## src/power_saving_pkg.sv

```systemverilog
// Constants, types and field layout for the power-saving mode controller
// What this block does
// - With doze on, CPU runs one instruction cycle in N, N from ratio field
// - Ratio 100 gives 1:32, ratio 001 gives 1:4
// - Peripherals stay clocked at full speed during doze idle cycles
// - Doze keeps oscillators running; only CPU and program memory throttle
// - Program memory still fetches for the next active cycle in doze
// - Entering a service routine copies doze enable into doze-on-exit
// - Doze on, recover off: routine runs dozing, doze enable stays 1
// - Doze and recover on: interrupt restores full speed, doze enable reads 0
// - Return sets doze enable from doze-on-exit, resuming doze or normal run
// - Software may rewrite doze-on-exit inside the service routine
// - Sleep instruction enters Sleep if idle select is 0, Idle if 1
// - Sleep entry clears the watchdog; it counts only if enabled in Sleep
// - Sleep entry clears power-down flag and sets timeout flag
// - Low and high frequency internal and secondary oscillators run in Sleep
// - Sleep keeps RC-clocked ADC conversion; system-clocked one aborts, result invalid
// - Pins hold prior drive state in Sleep unless an async peripheral drives
// - All resets except the watchdog behave normally in Sleep
// - Idle halts CPU and memory, peripherals run; any interrupt ends Idle
// - Every wake-up from Sleep clears the watchdog
package power_saving_pkg;
	localparam int IO_WIDTH = 8;
	localparam int CNT_WIDTH = 8;
	// Register byte addresses
	localparam logic [7:0] ADDR_DOZE_CTRL = 8'h00;
	localparam logic [7:0] ADDR_STATUS = 8'h04;
	// Control register fields
	localparam int BIT_IDLE_SELECT = 7;
	localparam int BIT_DOZE_ENABLE = 6;
	localparam int BIT_RECOVER = 5;
	localparam int BIT_DOZE_EXIT = 4;
	localparam int RATIO_MSB = 2;
	// Status register fields
	localparam int BIT_TIMEOUT = 0;
	localparam int BIT_POWER_DOWN = 1;
	localparam int MODE_LSB = 2;
	localparam int MODE_MSB = 3;
	// Ratio codes with fixed meanings
	localparam logic [2:0] RATIO_1_4 = 3'h1;
	localparam logic [2:0] RATIO_1_32 = 3'h4;
	typedef enum logic [1:0] {MODE_RUN, MODE_IDLE, MODE_SLEEP} mode_type;
	// Last count of a doze period: N = 2^(code+1)
	function automatic logic [CNT_WIDTH-1:0] last_slot(input logic [2:0] code);
		logic [CNT_WIDTH:0] n;
		n = (CNT_WIDTH+1)'(1) << ({1'b0, code} + 4'h1); // Four bits: code 7 must not wrap
		return CNT_WIDTH'(n - (CNT_WIDTH+1)'(1));
	endfunction
endpackage

```

## src/power_mode_if.sv

```systemverilog
// Carrier between the controller and its divider and pin-hold helpers
`timescale 1ns/1ps
interface power_mode_if;
	logic       dozeOn;
	logic [2:0] ratio;
	logic       activeSlot;
	logic       holdPins;
	modport ctl (output dozeOn, ratio, holdPins, input activeSlot);
	modport div (input dozeOn, ratio, output activeSlot);
	modport hold (input holdPins);
endinterface

```

## src/doze_divider.sv

```systemverilog
// Doze slot counter: one active instruction cycle in every N
`timescale 1ns/1ps
module doze_divider
(
	// Clock and reset
	input  wire logic clk,
	input  wire logic srst,
	// Mode carrier
	power_mode_if.div pm
);
	logic [power_saving_pkg::CNT_WIDTH-1:0] slot;

	// Count slots; restart so the first doze cycle is an active one
	always_ff @(posedge clk)
	begin
		if (srst || !pm.dozeOn)
			slot <= '0;
		else if (slot >= power_saving_pkg::last_slot(pm.ratio))
			slot <= '0;
		else
			slot <= slot + 1'b1;
	end

	assign pm.activeSlot = (slot == '0);
endmodule

```

## src/pin_hold.sv

```systemverilog
// Holds pin drive state while asleep, except pins an async peripheral owns
`timescale 1ns/1ps
module pin_hold
(
	// Clock and reset
	input  wire logic                                 clk,
	input  wire logic                                 srst,
	// Mode carrier
	power_mode_if.hold                                pm,
	// Port logic and async peripheral drive
	input  wire logic [power_saving_pkg::IO_WIDTH-1:0] portOut,
	input  wire logic [power_saving_pkg::IO_WIDTH-1:0] portOe,
	input  wire logic [power_saving_pkg::IO_WIDTH-1:0] asyncOwn,
	input  wire logic [power_saving_pkg::IO_WIDTH-1:0] asyncOut,
	input  wire logic [power_saving_pkg::IO_WIDTH-1:0] asyncOe,
	// Pad drive
	output logic      [power_saving_pkg::IO_WIDTH-1:0] padOut,
	output logic      [power_saving_pkg::IO_WIDTH-1:0] padOe
);
	genvar i;
	generate
		for (i = 0; i < power_saving_pkg::IO_WIDTH; i++)
		begin : g_pin
			// Async owner wins; otherwise freeze while held
			always_ff @(posedge clk)
			begin
				if (srst)
				begin
					padOut[i] <= 1'b0;
					padOe[i] <= 1'b0;
				end
				else if (asyncOwn[i])
				begin
					padOut[i] <= asyncOut[i];
					padOe[i] <= asyncOe[i];
				end
				else if (!pm.holdPins)
				begin
					padOut[i] <= portOut[i];
					padOe[i] <= portOe[i];
				end
			end
		end
	endgenerate

	// Every held edge freezes all pins the async side did not own at that edge
	AST_PIN_HOLD: assert property (@(posedge clk) disable iff (srst)
		pm.holdPins |=> (((padOut ^ $past(padOut)) | (padOe ^ $past(padOe)))
			& ~$past(asyncOwn)) == '0)
		else $error("held pin changed while asleep");
endmodule

```

## src/power_saving_mode_control.sv

```systemverilog
// Power-saving mode controller: doze throttle, idle and sleep sequencing
//
// Implementation choices: the register offsets and the APB interface to the registers.
`timescale 1ns/1ps
module power_saving_mode_control
(
	// Clock and reset
	input  wire logic                                 clk,
	input  wire logic                                 srst,
	// APB slave
	input  wire logic                                 psel,
	input  wire logic                                 penable,
	input  wire logic                                 pwrite,
	input  wire logic [7:0]                           paddr,
	input  wire logic [31:0]                          pwdata,
	output logic      [31:0]                          prdata,
	output logic                                      pready,
	output logic                                      pslverr,
	// CPU core events
	input  wire logic                                 sleepInstr,
	input  wire logic                                 isrEntry,
	input  wire logic                                 isrReturn,
	input  wire logic                                 irqPending,
	// Watchdog
	input  wire logic                                 wdtTimeout,
	input  wire logic                                 wdtSleepEnable,
	output logic                                      wdtClear,
	output logic                                      wdtRun,
	output logic                                      wdtResetReq,
	// ADC
	input  wire logic                                 adcBusy,
	input  wire logic                                 adcDone,
	input  wire logic                                 adcUsesRc,
	output logic                                      adcAbort,
	output logic                                      adcResultValid,
	// Clock gates and oscillator runs
	output logic                                      cpuClkEn,
	output logic                                      progMemEn,
	output logic                                      periphClkEn,
	output logic                                      sysClkRun,
	output logic                                      lowFreqOscRun,
	output logic                                      highFreqOscRun,
	output logic                                      secondaryOscRun,
	// Pins
	input  wire logic [power_saving_pkg::IO_WIDTH-1:0] portOut,
	input  wire logic [power_saving_pkg::IO_WIDTH-1:0] portOe,
	input  wire logic [power_saving_pkg::IO_WIDTH-1:0] asyncOwn,
	input  wire logic [power_saving_pkg::IO_WIDTH-1:0] asyncOut,
	input  wire logic [power_saving_pkg::IO_WIDTH-1:0] asyncOe,
	output logic      [power_saving_pkg::IO_WIDTH-1:0] padOut,
	output logic      [power_saving_pkg::IO_WIDTH-1:0] padOe
);
	power_saving_pkg::mode_type mode;
	logic       idleSelect;
	logic       dozeEnable;
	logic       recoverOnIrq;
	logic       dozeOnExit;
	logic [2:0] ratio;
	logic       powerDownFlag;
	logic       timeoutFlag;
	logic       setupPhase;
	logic       wrEn;
	logic       sleepGo;
	logic       enterSleep;
	logic       enterIdle;
	logic       wakeUp;
	logic       ctrlHit;
	logic       statHit;

	power_mode_if pm ();

	doze_divider u_div
	(
		.clk  (clk),
		.srst (srst),
		.pm   (pm)
	);

	pin_hold u_pins
	(
		.clk      (clk),
		.srst     (srst),
		.pm       (pm),
		.portOut  (portOut),
		.portOe   (portOe),
		.asyncOwn (asyncOwn),
		.asyncOut (asyncOut),
		.asyncOe  (asyncOe),
		.padOut   (padOut),
		.padOe    (padOe)
	);

	// Bus decode; pready is registered so every access gets one access cycle
	assign setupPhase = psel && !penable;
	assign ctrlHit = (paddr == power_saving_pkg::ADDR_DOZE_CTRL);
	assign statHit = (paddr == power_saving_pkg::ADDR_STATUS);
	assign wrEn = psel && penable && pready && pwrite;

	// Sleep instruction acts only in run; a pending interrupt makes it a no-op
	assign sleepGo = sleepInstr && (mode == power_saving_pkg::MODE_RUN) && !irqPending;
	assign enterSleep = sleepGo && !idleSelect;
	assign enterIdle = sleepGo && idleSelect;
	// Interrupt ends Idle or Sleep regardless of the global enable
	assign wakeUp = (mode != power_saving_pkg::MODE_RUN) && (irqPending || wdtTimeout);

	assign pm.dozeOn = dozeEnable;
	assign pm.ratio = ratio;
	assign pm.holdPins = (mode == power_saving_pkg::MODE_SLEEP);

	// Mode sequencer
	always_ff @(posedge clk)
	begin
		if (srst)
			mode <= power_saving_pkg::MODE_RUN;
		else
		begin
			unique case (mode)
				power_saving_pkg::MODE_RUN:
					if (enterSleep)
						mode <= power_saving_pkg::MODE_SLEEP;
					else if (enterIdle)
						mode <= power_saving_pkg::MODE_IDLE;
				power_saving_pkg::MODE_IDLE,
				power_saving_pkg::MODE_SLEEP:
					if (wakeUp)
						mode <= power_saving_pkg::MODE_RUN;
				default:
					mode <= power_saving_pkg::MODE_RUN;
			endcase
		end
	end

	// Control fields; hardware events win over a write in the same cycle
	always_ff @(posedge clk)
	begin
		if (srst)
		begin
			idleSelect <= 1'b0;
			recoverOnIrq <= 1'b0;
			ratio <= '0;
		end
		else if (wrEn && ctrlHit)
		begin
			idleSelect <= pwdata[power_saving_pkg::BIT_IDLE_SELECT];
			recoverOnIrq <= pwdata[power_saving_pkg::BIT_RECOVER];
			ratio <= pwdata[power_saving_pkg::RATIO_MSB:0];
		end
	end

	// Doze enable: software, cleared on recover, reloaded on return
	always_ff @(posedge clk)
	begin
		if (srst)
			dozeEnable <= 1'b0;
		else if (isrReturn)
			dozeEnable <= dozeOnExit;
		else if (isrEntry && dozeEnable && recoverOnIrq)
			dozeEnable <= 1'b0;
		else if (isrEntry)
			dozeEnable <= dozeEnable;
		else if (wrEn && ctrlHit)
			dozeEnable <= pwdata[power_saving_pkg::BIT_DOZE_ENABLE];
	end

	// Doze-on-exit: captured on entry, still writable inside the routine
	always_ff @(posedge clk)
	begin
		if (srst)
			dozeOnExit <= 1'b0;
		else if (isrEntry)
			dozeOnExit <= dozeEnable;
		else if (wrEn && ctrlHit)
			dozeOnExit <= pwdata[power_saving_pkg::BIT_DOZE_EXIT];
	end

	// Status flags; sleep entry wins over a software write
	always_ff @(posedge clk)
	begin
		if (srst)
		begin
			powerDownFlag <= 1'b1;
			timeoutFlag <= 1'b1;
		end
		else if (enterSleep)
		begin
			powerDownFlag <= 1'b0;
			timeoutFlag <= 1'b1;
		end
		else if (wrEn && statHit)
		begin
			powerDownFlag <= pwdata[power_saving_pkg::BIT_POWER_DOWN];
			timeoutFlag <= pwdata[power_saving_pkg::BIT_TIMEOUT];
		end
	end

	// CPU and memory gates; memory follows the CPU slot so prefetch is kept
	always_ff @(posedge clk)
	begin
		if (srst)
		begin
			cpuClkEn <= 1'b0;
			progMemEn <= 1'b0;
		end
		else
		begin
			cpuClkEn <= (mode == power_saving_pkg::MODE_RUN) && !sleepGo
				&& (!dozeEnable || pm.activeSlot);
			progMemEn <= (mode == power_saving_pkg::MODE_RUN) && !sleepGo
				&& (!dozeEnable || pm.activeSlot);
		end
	end

	// System and peripheral clocks stop only in Sleep, never for doze
	always_ff @(posedge clk)
	begin
		if (srst)
		begin
			periphClkEn <= 1'b1;
			sysClkRun <= 1'b1;
		end
		else
		begin
			periphClkEn <= !((mode == power_saving_pkg::MODE_SLEEP && !wakeUp) || enterSleep);
			sysClkRun <= !((mode == power_saving_pkg::MODE_SLEEP && !wakeUp) || enterSleep);
		end
	end

	// Slow and secondary oscillators are never stopped by this block
	always_ff @(posedge clk)
	begin
		if (srst)
		begin
			lowFreqOscRun <= 1'b1;
			highFreqOscRun <= 1'b1;
			secondaryOscRun <= 1'b1;
		end
		else
		begin
			lowFreqOscRun <= 1'b1;
			highFreqOscRun <= 1'b1;
			secondaryOscRun <= 1'b1;
		end
	end

	// Watchdog: clear on sleep entry and every wake from Sleep; timeout asleep is a wake
	always_ff @(posedge clk)
	begin
		if (srst)
		begin
			wdtClear <= 1'b0;
			wdtRun <= 1'b1;
			wdtResetReq <= 1'b0;
		end
		else
		begin
			wdtClear <= enterSleep
				|| (wakeUp && mode == power_saving_pkg::MODE_SLEEP);
			wdtRun <= !((mode == power_saving_pkg::MODE_SLEEP && !wakeUp) || enterSleep)
				|| wdtSleepEnable;
			wdtResetReq <= wdtTimeout && (mode == power_saving_pkg::MODE_RUN);
		end
	end

	// ADC: system-clocked conversion is lost on sleep entry
	always_ff @(posedge clk)
	begin
		if (srst)
		begin
			adcAbort <= 1'b0;
			adcResultValid <= 1'b0;
		end
		else
		begin
			adcAbort <= enterSleep && adcBusy && !adcUsesRc;
			if (enterSleep && adcBusy && !adcUsesRc)
				adcResultValid <= 1'b0;
			else if (adcDone)
				adcResultValid <= 1'b1;
		end
	end

	// Bus answer, prepared in the setup cycle
	always_ff @(posedge clk)
	begin
		if (srst)
		begin
			pready <= 1'b0;
			pslverr <= 1'b0;
			prdata <= '0;
		end
		else
		begin
			pready <= setupPhase;
			pslverr <= setupPhase && !ctrlHit && !statHit;
			prdata <= '0;
			if (setupPhase && !pwrite && ctrlHit)
			begin
				prdata[power_saving_pkg::BIT_IDLE_SELECT] <= idleSelect;
				prdata[power_saving_pkg::BIT_DOZE_ENABLE] <= dozeEnable;
				prdata[power_saving_pkg::BIT_RECOVER] <= recoverOnIrq;
				prdata[power_saving_pkg::BIT_DOZE_EXIT] <= dozeOnExit;
				prdata[power_saving_pkg::RATIO_MSB:0] <= ratio;
			end
			else if (setupPhase && !pwrite && statHit)
			begin
				prdata[power_saving_pkg::BIT_TIMEOUT] <= timeoutFlag;
				prdata[power_saving_pkg::BIT_POWER_DOWN] <= powerDownFlag;
				prdata[power_saving_pkg::MODE_MSB:power_saving_pkg::MODE_LSB] <= mode;
			end
		end
	end

	// Checks
	AST_DOZE_QUARTER: assert property (@(posedge clk) disable iff (srst)
		cpuClkEn && dozeEnable && $past(dozeEnable) && ratio == power_saving_pkg::RATIO_1_4
		|=> (!cpuClkEn || !dozeEnable)[*3])
		else $error("doze 1:4 ran CPU in an idle slot");
	AST_ISR_CAPTURE: assert property (@(posedge clk) disable iff (srst)
		isrEntry && !isrReturn |=> dozeOnExit == $past(dozeEnable))
		else $error("doze-on-exit not captured at entry");
	AST_ISR_RECOVER: assert property (@(posedge clk) disable iff (srst)
		isrEntry && !isrReturn && dozeEnable && recoverOnIrq |=> !dozeEnable ##1 cpuClkEn)
		else $error("recover did not restore full speed");
	AST_ISR_STAY: assert property (@(posedge clk) disable iff (srst)
		isrEntry && !isrReturn && dozeEnable && !recoverOnIrq |=> dozeEnable)
		else $error("doze dropped without recover");
	AST_ISR_RETURN: assert property (@(posedge clk) disable iff (srst)
		isrReturn |=> dozeEnable == $past(dozeOnExit))
		else $error("return did not reload doze enable");
	AST_SLEEP_FLAGS: assert property (@(posedge clk) disable iff (srst)
		enterSleep |=> !powerDownFlag && timeoutFlag && wdtClear && !sysClkRun)
		else $error("sleep entry effects missing");
	AST_WAKE_WDT: assert property (@(posedge clk) disable iff (srst)
		mode == power_saving_pkg::MODE_SLEEP && wakeUp |=> wdtClear && sysClkRun)
		else $error("wake did not clear watchdog");
	AST_IDLE_GATES: assert property (@(posedge clk) disable iff (srst)
		enterIdle |=> mode == power_saving_pkg::MODE_IDLE ##1 (!cpuClkEn && periphClkEn))
		else $error("idle gating wrong");
	AST_ADC_ABORT: assert property (@(posedge clk) disable iff (srst)
		enterSleep && adcBusy && !adcUsesRc |=> adcAbort && !adcResultValid)
		else $error("system-clocked conversion not abandoned");
	AST_WDT_NO_RESET: assert property (@(posedge clk) disable iff (srst)
		wdtTimeout && mode != power_saving_pkg::MODE_RUN |=> !wdtResetReq)
		else $error("watchdog reset while asleep");

	COV_DOZE_ISR: cover property (@(posedge clk) disable iff (srst)
		dozeEnable && recoverOnIrq && isrEntry ##[1:20] isrReturn);
	COV_SLEEP_WAKE: cover property (@(posedge clk) disable iff (srst)
		enterSleep ##[1:50] (mode == power_saving_pkg::MODE_SLEEP && wakeUp));
	COV_IDLE_WAKE: cover property (@(posedge clk) disable iff (srst)
		enterIdle ##[1:50] (mode == power_saving_pkg::MODE_IDLE && wakeUp));
endmodule

```

## config.mk

```make
export PLATFORM = sky130hd
export DESIGN_NAME = power_saving_mode_control
export DESIGN_NICKNAME = d
export VERILOG_FILES = /design/src/power_saving_pkg.sv /design/src/power_mode_if.sv /design/src/doze_divider.sv /design/src/pin_hold.sv /design/src/power_saving_mode_control.sv
export SDC_FILE = /design/constraint.sdc
export NUM_CORES = 1
export LEC_CHECK = 0
export BUFFER_PORTS_ARGS = -buffer_cell sky130_fd_sc_hd__buf_2
export CAP_MARGIN = 20
export CORE_UTILIZATION = 40
export CTS_CLUSTER_DIAMETER = 60
export DETAILED_ROUTE_END_ITERATION = 8
export GPL_ROUTABILITY_DRIVEN = 0
export PLACE_DENSITY = 0.75
export SLEW_MARGIN = 40
export SYNTH_ARGS = -nofsm -noshare
export SYNTH_HDL_FRONTEND = slang
export SYNTH_SLANG_ARGS = --single-unit
```

## constraint.sdc

```tcl
create_clock -name clk -period 3.3 [get_ports clk]
set_input_delay 0.165 -clock clk [delete_from_list [all_inputs] [get_ports clk]]
set_output_delay 0.165 -clock clk [all_outputs]
set_load 0.01 [all_outputs]
```

==> impl_metrics.yaml <==
sta:
  rsz0062_at_grt: "no"
  max_slew_margin: 0.585
  period_needed_ns: 2.48
  hold_viol: 0
  setup_viol: 0
  setup_tns_ns: 0
  drv_slew: 0
  clock.fmax_ghz: 0.404
  fin_skew_ns: 0.0148
  max_slew.worst_pin.slew_ns: 0.622
  period_share: 0.751
worst_hold_path:
  hp-class: "primary input to flop"
  holdPathEnd: "wdtRun"
  hold_start: "wdtSleepEnable"
  hold_depth: 2
worst_setup_path:
  critPathLaunch: "pm.ratio[1]"
  worstSetupEndpointType: "flop"
  r2r_cells: 12
  start_kind: "flop"
  criticalPathCategory: "flop to flop"
  cp_slowest_cell: "dfxtp_1"
  cp_max_fo: 11
  worstPathArrival_ns: 2.66
  critPathMaxStageDelay_ns: 0.42
  path_cells: "nor3_1 -> inv_1 -> ha_1 -> nor2_1 -> nand2_1 -> nand2_1 -> a22oi_1 -> ha_1 -> nand2_1 -> nor4_1 -> a21o_1 -> nor2_1"
  worst_ep_required_time_ns: 3.48
  cpMostUsedCell: "nand2_1"
  rrSetupSlack_ns: 0.82
  rr_startpoint: "pm.ratio[1]"
  r2r-end: "u_div.slot[5]"
global_route:
  grt_pass1_vias: 1970
  grt_usage: 0.148
  grt-ovfl-total: 0
  grt_antenna_before_repair: 0
  grt_max_degree: 37
  grt_pass1_wl_mm: 8.57
die:
  chipWidth_um: 83.6
  die_h_um: 83.6
  start_util: 0.417
  fp.dieArea_um2: 6980
  rows: 29
  io_pins: 156
  coreArea_um2: 6390
routing:
  vias: 2233
  drt_iter0_drc: 147
  first_pass_iters: 4
  routed_wl_mm: 5.16
  drcViolationCount: 0
  wire_per_inst_um: 10.9
  vias_per_cell: 4.73
  antenna_left: 0
power_and_ir_drop:
  p_clk_frac: 0.345
  powerDensity_nw_per_um2: 393
  leakagePower_nw: 1.53
  power_mw: 1.25
  p_int_uw: 952
  switching_share: 0.241
  pwr-share-seq: 0.526
  combPwrFrac: 0.129
  ir_worst_vdd_uv: 236
  p_sw_uw: 302
layout:
  n_antenna_cell: 0
  drive_gt1_frac: 0.294
  most-common-layout-cells: "buf_2 (103), nor2_1 (59), dfxtp_1 (52), mux2i_1 (29), conb_1 (29)"
  fillers: 621
  mostFrequentLayoutCell: "buf_2"
  area_growth_pct: 19.8
  nNetsFinal: 501
clocking:
  post_cts_buffers: 0
  clockRootBuffer: "clkbuf_8"
  cts_resized: 0
  path_clk_slew_ns: 0.10
  cts_buffers: 5
  postCtsHoldBufs: 0
  cts_tree: "yes"
  cts.sinks: 52
  clkLatencyLatePin_ns: 0.30
  ctsLongestPathBuffers: 2
  htreeDepth: 2
yosys:
  ys_seq_elements: 52
  ys_seq_area_frac: 0.391
  avgSynthCellArea_um2: 8.96
  post_synth_num_cell_types: 45
  synth-edff-count: 0
  yosysWarnings: 0
  ys.flop_type: "dfxtp_1"
  synth-async-reset-ratio: 0
  syn_inst: 297
  syn_area_um2: 2660
job:
  drv_cap: 0
run_status:
  status: "finished, final reports clean"
place:
  dp_hpwl_mm: 3.99
  port-buffer-count: 103
## power by group through the flow
stage / combinational [mW] / sequential (mW) / clock, mW
global route: 0.181 / 0.663 / 0.477
floorplan: 0.107 / 0.682 / 0
global placement: 0.159 / 0.673 / 0
detailed placement: 0.162 / 0.674 / 0
finish: 0.162 / 0.659 / 0.433
CTS: 0.162 / 0.660 / 0.449
## critical path, delay by kind of cell, from the launching register on
kind	cells	cell delay, ns
buf+inv	1	0.07
compound gates	2	0.37
simple gates	7	0.95
flops	1	0.42
fa+ha+maj	2	0.57
## routing by layer
metal / routed length (um) / track usage / share of wire
met2: 2570 / 0.265 / 0.50
met4: 29 / 0.0370 / 0.0056
met1: 2250 / 0.174 / 0.44
met3: 312 / 0.0396 / 0.060
met5: 0 / 0 / 0
## registers in the layout (all words and copies together), names as in the netlist
signal and flops:
recoverOnIrq 1, u_pins.padOe 8, dozeOnExit 1, pready 1, pm.ratio 3, mode 2, progMemEn 1, dozeEnable 1
sysClkRun 1, prdata 8, timeoutFlag 1, pslverr 1, u_div.slot 8, wdtRun 1, wdtResetReq 1, wdtClear 1
idleSelect 1, powerDownFlag 1, u_pins.padOut 8, adcAbort 1, adcResultValid 1
## Yosys cell counts (4+ instances only)
cell type / instances / area [um^2]
nand3_1: 6 / 30.0
nor2_1: 59 / 221
a21oi_1: 23 / 115
ha_1: 13 / 163
and2_1: 4 / 25.0
clkbuf_1: 5 / 18.8
xor2_1: 6 / 52.6
nand2_1: 11 / 41.3
mux2i_1: 29 / 290
dfxtp_1: 52 / 1040
buf_4: 29 / 218
inv_1: 11 / 41.3
## final cells by class
class                      instances  area (um^2)  area share
clock buffer                       6         72.6      0.0228
clock inverter                     2         38.8      0.0122
inverter                          11         41.3      0.0130
multi-input combinational        221         1380       0.434
sequential                        52         1040       0.327
tap                               77         96.3      0.0302
timing repair buffer             103          515       0.162
## cell families (layout without fill, tap and decap cells)
| logic type | after synthesis | after routing | synth area share |
|---|---|---|---|
| adders and majority gates | 13 | 13 | 0.0611 |
| DFF | 52 | 52 | 0.391 |
| xor gates and xnor gates | 7 | 7 | 0.0230 |
| muxes | 29 | 29 | 0.109 |
| and+or+nand+nor | 105 | 105 | 0.197 |
| AOI/OAI and AO/OA | 38 | 38 | 0.0880 |
| buffers and inverters | 51 | 122 | 0.128 |
| other | 2 | 29 | 0.00282 |
## how the worst max path moves through the flow
stage / end / slack [ns] / cells past startpoint
2_1_floorplan: u_div.slot[2] / 1.02 / 13
3_3_place_gp: u_div.slot[6] / 0.93 / 12
3_5_place_dp: u_div.slot[3] / 0.85 / 12
4_1_cts: u_div.slot[5] / 0.81 / 12
5_1_grt: u_div.slot[3] / 0.58 / 12
6_report: u_div.slot[5] / 0.82 / 12
## per-stage QoR
| stage | hold slack, ns | util | setup WS (ns) | area (um^2) | cells |
|---|---|---|---|---|---|
| after CTS | 0.0270 | 0.499 | 0.813 | 3190 | 472 |
| after floorplan | 0.261 | - | 1.02 | 2760 | 324 |
| after global routing | 0.0260 | 0.499 | 0.583 | 3190 | 472 |
| final | 0.0374 | 0.499 | 0.823 | 3190 | 472 |
| after global placement | 0.354 | 0.481 | 0.933 | 3070 | 464 |
| after detailed placement | 0.354 | 0.482 | 0.851 | 3080 | 464 |
Note: power is estimated with default switching activity, not from simulation.
